===== src/inc/mode_ctrl_pkg.sv =====
// Package of constants and types for the converter mode control register
// What this block does
// - Any write to the mode register clears filter and ready and restarts conversion, all in the cycle after the write.
// - After reset the register reads 0x2000.
// - Bit 15 enables internal reference and drives the reference output pin.
// - Bit 13 restricts output to the settled filter rate; resets to one.
// - Bits 10:8 select post-switch delay 0 us up to 8 ms.
// - Bits 6:4 select operating mode, continuous through system gain calibration.
// - Bits 3:2 select clock source: internal, internal out, external, crystal.
// - Either internal oscillator code powers up the internal oscillator.
package mode_ctrl_pkg;
   localparam logic [7:0]  MODE_CTRL_ADDR  = 8'h01;
   localparam logic [15:0] MODE_CTRL_RESET = 16'h2000;
   localparam logic [15:0] MODE_CTRL_WMASK = 16'hA77C;
   localparam int          REF_EN_BIT      = 15;
   localparam int          RSVD14_BIT      = 14;
   localparam int          SETTLED_BIT     = 13;
   localparam int          DELAY_LSB       = 8;
   localparam int          MODE_LSB        = 4;
   localparam int          CLKSEL_LSB      = 2;
   localparam int          CLOCK_MHZ       = 250;
   // Delay figures in microseconds, index is the delay code
   localparam int          DELAY_US [8]    = '{0, 32, 128, 320, 800, 1600, 4000, 8000};

   typedef enum logic [2:0] {
      MODE_CONTINUOUS, MODE_SINGLE, MODE_STANDBY, MODE_POWER_DOWN,
      MODE_INT_OFFSET_CAL, MODE_INT_GAIN_CAL, MODE_SYS_OFFSET_CAL, MODE_SYS_GAIN_CAL
   } op_mode_t;

   typedef enum logic [1:0] {
      CLK_INT_OSC, CLK_INT_OSC_OUT, CLK_EXT_CLOCK, CLK_EXT_CRYSTAL
   } clk_src_t;

   // Cycle count for a delay code at the block clock rate
   function automatic logic [21:0] delay_cycles(input logic [2:0] code);
      delay_cycles = 22'(DELAY_US[code] * CLOCK_MHZ);
   endfunction
endpackage


===== src/settle_delay.sv =====
// Post channel switch settling delay counter
`timescale 1ns/10ps
module settle_delay
   import mode_ctrl_pkg::*;
(
   input  wire logic       clock_i,
   input  wire logic       rst_i,
   input  wire logic       start_i,
   input  wire logic [2:0] code_i,
   output logic            busy_o
);
   logic [21:0] count_q;
   wire  [21:0] load_w = delay_cycles(code_i);

   assign busy_o = (count_q != 22'h00_0000);

   always_ff @(posedge clock_i) begin
      if (rst_i) begin
         count_q <= 22'h00_0000;
      end else if (start_i) begin
         count_q <= load_w;
      end else if (busy_o) begin
         count_q <= count_q - 22'h00_0001;
      end
   end
endmodule


===== src/mode_ctrl.sv =====
// Converter mode control register with restart and control outputs
`timescale 1ns/10ps
module mode_ctrl
   import mode_ctrl_pkg::*;
(
   input  wire logic        clock_i,
   input  wire logic        rst_i,
   input  wire logic [7:0]  reg_addr_i,
   input  wire logic [15:0] reg_wdata_i,
   input  wire logic        reg_write_i,
   input  wire logic        channel_switch_i,
   output logic [15:0]      mode_rdata_o,
   output logic             filter_reset_o,
   output logic             ready_clear_o,
   output logic             conv_start_o,
   output logic             ref_enable_o,
   output logic             settled_only_output_o,
   output logic             settle_busy_o,
   output op_mode_t         op_mode_o,
   output clk_src_t         clock_source_select_o,
   output logic             int_osc_enable_o,
   output logic             clock_io_out_en_o,
   output logic             crystal_enable_o
);
   logic [15:0] mode_q;
   logic        restart_q;

   wire         hit_w   = reg_write_i && (reg_addr_i == MODE_CTRL_ADDR);
   // Only writable bits are stored; reserved positions stay zero
   wire  [15:0] mode_d  = reg_wdata_i & MODE_CTRL_WMASK;
   wire  [1:0]  clk_w   = mode_q[CLKSEL_LSB +: 2];

   always_ff @(posedge clock_i) begin
      if (rst_i) begin
         mode_q <= MODE_CTRL_RESET;
      end else if (hit_w) begin
         mode_q <= mode_d;
      end
   end

   // Restart pulse one cycle after the write so it sees the new mode
   always_ff @(posedge clock_i) begin
      if (rst_i) begin
         restart_q <= 1'b0;
      end else begin
         restart_q <= hit_w;
      end
   end

   assign mode_rdata_o          = mode_q;
   assign filter_reset_o        = restart_q;
   assign ready_clear_o         = restart_q;
   assign conv_start_o          = restart_q;
   assign ref_enable_o          = mode_q[REF_EN_BIT];
   assign settled_only_output_o = mode_q[SETTLED_BIT];
   assign op_mode_o             = op_mode_t'(mode_q[MODE_LSB +: 3]);
   assign clock_source_select_o = clk_src_t'(clk_w);
   // Both internal oscillator codes have the upper select bit clear
   assign int_osc_enable_o      = !clk_w[1];
   assign clock_io_out_en_o     = (clk_w == CLK_INT_OSC_OUT);
   assign crystal_enable_o      = (clk_w == CLK_EXT_CRYSTAL);

   // A switch or a restart both start the settling wait
   settle_delay u_settle (
      .clock_i (clock_i),
      .rst_i   (rst_i),
      .start_i (channel_switch_i | restart_q),
      .code_i  (mode_q[DELAY_LSB +: 3]),
      .busy_o  (settle_busy_o)
   );
endmodule


===== config.mk =====
export PLATFORM = sky130hd
export DESIGN_NAME = mode_ctrl
export DESIGN_NICKNAME = d
export VERILOG_FILES = /design/src/inc/mode_ctrl_pkg.sv /design/src/settle_delay.sv /design/src/mode_ctrl.sv
export SDC_FILE = /design/constraint.sdc
export NUM_CORES = 1
export LEC_CHECK = 0
export BUFFER_PORTS_ARGS = -buffer_cell sky130_fd_sc_hd__buf_2
export CORE_MARGIN = 2
export CORE_UTILIZATION = 30
export CTS_CLUSTER_SIZE = 25
export DETAILED_ROUTE_END_ITERATION = 8
export GPL_TIMING_DRIVEN = 0
export PLACE_DENSITY = 0.5
export SYNTH_ARGS = -nofsm -noshare
export SYNTH_HDL_FRONTEND = slang
export SYNTH_SLANG_ARGS = --single-unit

===== constraint.sdc =====
create_clock -name clock_i -period 6.5 [get_ports clock_i]
set_clock_uncertainty 0.15 [all_clocks]
set_input_delay 0.65 -clock clock_i [delete_from_list [all_inputs] [get_ports clock_i]]
set_output_delay 0.65 -clock clock_i [all_outputs]
set_load 0.05 [all_outputs]

==> reports/qor.txt <==
Max-Cap Viols -> 0
Hold-fix buffers, CTS -> 0
status -> complete, no violations
syn avg cell area -> 8.677 µm²
count of state elements after synthesis -> 33
number of flops mapped to enable cells by yosys -> 0
GPL Wtd Cong -> 0.7975
RSZ-0062 raised after global routing -> false
total CTS buffers -> 5
post-cts sizing count -> 0
pwr/cell area -> 153.1 nW/µm²
grt ovf -> 0
Distinct cells, synth -> 58
Worst EP required -> 6.51 ns
layout cells sized above 1 -> 20.98%
TritonCTS Sinks -> 33
# DRC -> 0
ANT nets after route -> 0
# setup viols final -> 0
DRT iter0 DRCs -> 61
Worst Tran Pin Value -> 1.079 ns
critical path arrival -> 5.53 ns
CTS tree -> done
CTS Buffer Depth -> 2
Diodes inserted -> 0
CP startpoint kind -> flop
clock root buffer -> clkbuf_8
Starting Density -> 31.10%
vias in the first global route -> 2520
Pre-antenna DRT Iters -> 4
worst skew pair latency -> 0.29 ns
Top Ports -> 58
initial antenna violation count -> 0
area grow syn2layout -> 16.26%
GRT Total Usage -> 13.46%
Hold Path Class -> flop to flop
Vias -> 2599
Setup crit end kind -> flop
final period utilization -> 84.92%
dpl ws -> 1.000 ns
via/cell ratio -> 4.786
Hold Violations, Final -> 0
Pwr Total -> 543.7 µW
worst hold margin -> 0.3474 ns
VDD IR-drop max -> 70.26 µV
Pleak -> 1.809 nW
PortBufs -> 45
Post-synth ARST share -> 0%
Syn Std Cell Area -> 3054 µm²
Gate Count Post-Synth -> 352
Chip Height -> 104.9 µm
fmax -> 181.2 MHz
Seq/Total Area, Yosys -> 21.63%
Routed WL -> 7.071 mm
worst setup margin -> 0.9805 ns
Core Area -> 9819 µm²
fillcell total -> 1102
H-tree depth -> 2
setup_tns -> 0 ns
NumNets Final -> 488
Max Slew Vio Count -> 0
Die Wd -> 104.9 µm
Tmin final -> 5.520 ns
clk slew on worst S/H paths -> 0.08 ns
Primary FF master, synth -> dfxtp_1
normalized max-slew margin -> 27.29%
num rows -> 36
Setup Crit Path Kind -> flop to flop
post-CTS setup buffer count -> 0
first-pass GRT wire length -> 12.17 mm
Wirelength per Cell -> 13.02 µm
die area -> 11000 µm²
placed wire-length estimate -> 5.604 mm
warnings from Yosys -> 0
worst-path maximum fanout -> 12
pin count of the biggest net entering global routing -> 13
==> kinds of logic after synthesis <==
kind of cell | count (synthesis) | synth area share (%)
simple gates | 105 | 19.30
xor+xnor | 21 | 6.022
flops | 33 | 21.63
fa+ha+maj | 51 | 23.84
compound gates | 65 | 15.40
buf+inv | 65 | 10.08
mux | 11 | 3.605
other cells | 1 | 0.1228
==> power breakdown <==
group          internal (mW)  switching, mW
Combinational         0.0688         0.0904
Clock                 0.0740         0.0827
Sequential             0.214         0.0142
==> synth_stat cells, types with 2 or more instances <==
cell type,instances,area (µm²)
a211oi_1,11,82.58
a211oi_2,2,25.02
a21o_1,7,52.55
a21oi_1,16,80.08
a31o_2,3,26.28
and2_1,2,12.51
buf_1,3,11.26
buf_4,15,112.6
clkbuf_1,9,33.78
dfxtp_1,33,660.6
fa_1,12,240.2
ha_1,39,488.0
inv_1,36,135.1
mux2i_1,11,110.1
nand2_1,16,60.06
nand2b_1,8,50.05
nand3_1,3,15.01
nand3b_1,2,15.01
nand4_1,2,12.51
nand4b_1,2,17.52
nor2_1,29,108.9
nor2b_1,4,25.02
nor3_1,8,40.04
nor4_1,8,50.05
o21ai_0,6,30.03
o21bai_1,2,15.01
o22ai_1,5,31.28
or2_2,2,12.51
or3_1,4,25.02
or4_1,4,30.03
or4_4,2,22.52
xnor2_1,18,157.7
xor2_1,3,26.28
==> routing by layer <==
layer	global-route usage (%)	wire, µm
met2	23.24	3489
met3	2.059	239
met4	3.333	70
met5	0	0
met1	17.52	3271
==> worst paths after layout <==
kind	from	to	slack, ns	cells past startpoint
setup / recovery	mode_rdata_o[10]$_SDFFE_PP0P_	u_settle.count_q[17]$_SDFFE_PP0P_	0.98	14
hold / removal	mode_rdata_o[13]$_SDFFE_PP1P_	mode_rdata_o[13]$_SDFFE_PP1P_	0.35	1
setup reg to reg	mode_rdata_o[10]$_SDFFE_PP0P_	u_settle.count_q[17]$_SDFFE_PP0P_	0.98	14
hold reg to reg	mode_rdata_o[13]$_SDFFE_PP1P_	mode_rdata_o[13]$_SDFFE_PP1P_	0.35	1
==> area by class of cell <==
cell class | instances | area, µm² | share of cell area (%)
Clock inverter | 3 | 17.52 | 0.4933
Inverter | 37 | 138.9 | 3.911
Sequential cell | 33 | 660.6 | 18.60
Multi-Input combinational cell | 259 | 2105 | 59.27
Tap cell | 133 | 166.4 | 4.686
Buffer | 28 | 168.9 | 4.757
Clock buffer | 5 | 68.82 | 1.938
Timing Repair Buffer | 45 | 225.2 | 6.342
==> state kept, by name, indices dropped and copies added, names as in the netlist <==
signal	count
u_settle.count_q	22
mode_rdata_o	10
conv_start_o	1
==> placed cells by master (no fill, tap or decap), types with 5 or more instances in the layout <==
master	instances
nor2_1	29
clkbuf_1	9
nor3_1	8
conb_1	6
clkbuf_8	5
xnor2_1	18
a21oi_1	16
mux2i_1	11
nand2_1	16
a211oi_1	11
inv_1	36
nand2b_1	8
buf_4	15
ha_1	39
nor4_1	8
buf_2	45
o21ai_0	6
a21o_1	7
dfxtp_1	33
o22ai_1	5
fa_1	12
==> per-stage QoR <==
step / utilization (%) / instance area [µm²] / instances
2_1_floorplan: - / 3073 / 357
3_3_place_gp: 35.28 / 3465 / 535
3_5_place_dp: 35.28 / 3465 / 535
4_1_cts: 36.16 / 3551 / 543
5_1_grt: 36.16 / 3551 / 543
6_report: 36.16 / 3551 / 543
==> critical path, stage by stage, from the launching register on <==
cell	delay [ns]
dfxtp_1	0.71
inv_1	0.25
o21ai_0	0.90
fa_1	0.55
inv_1	0.07
fa_1	0.43
fa_1	0.43
inv_1	0.08
fa_1	0.43
ha_1	0.39
a21oi_1	0.21
a21oi_1	0.10
a211oi_1	0.43
xnor2_1	0.17
o22ai_1	0.09
(Power assumes the default switching activity.)
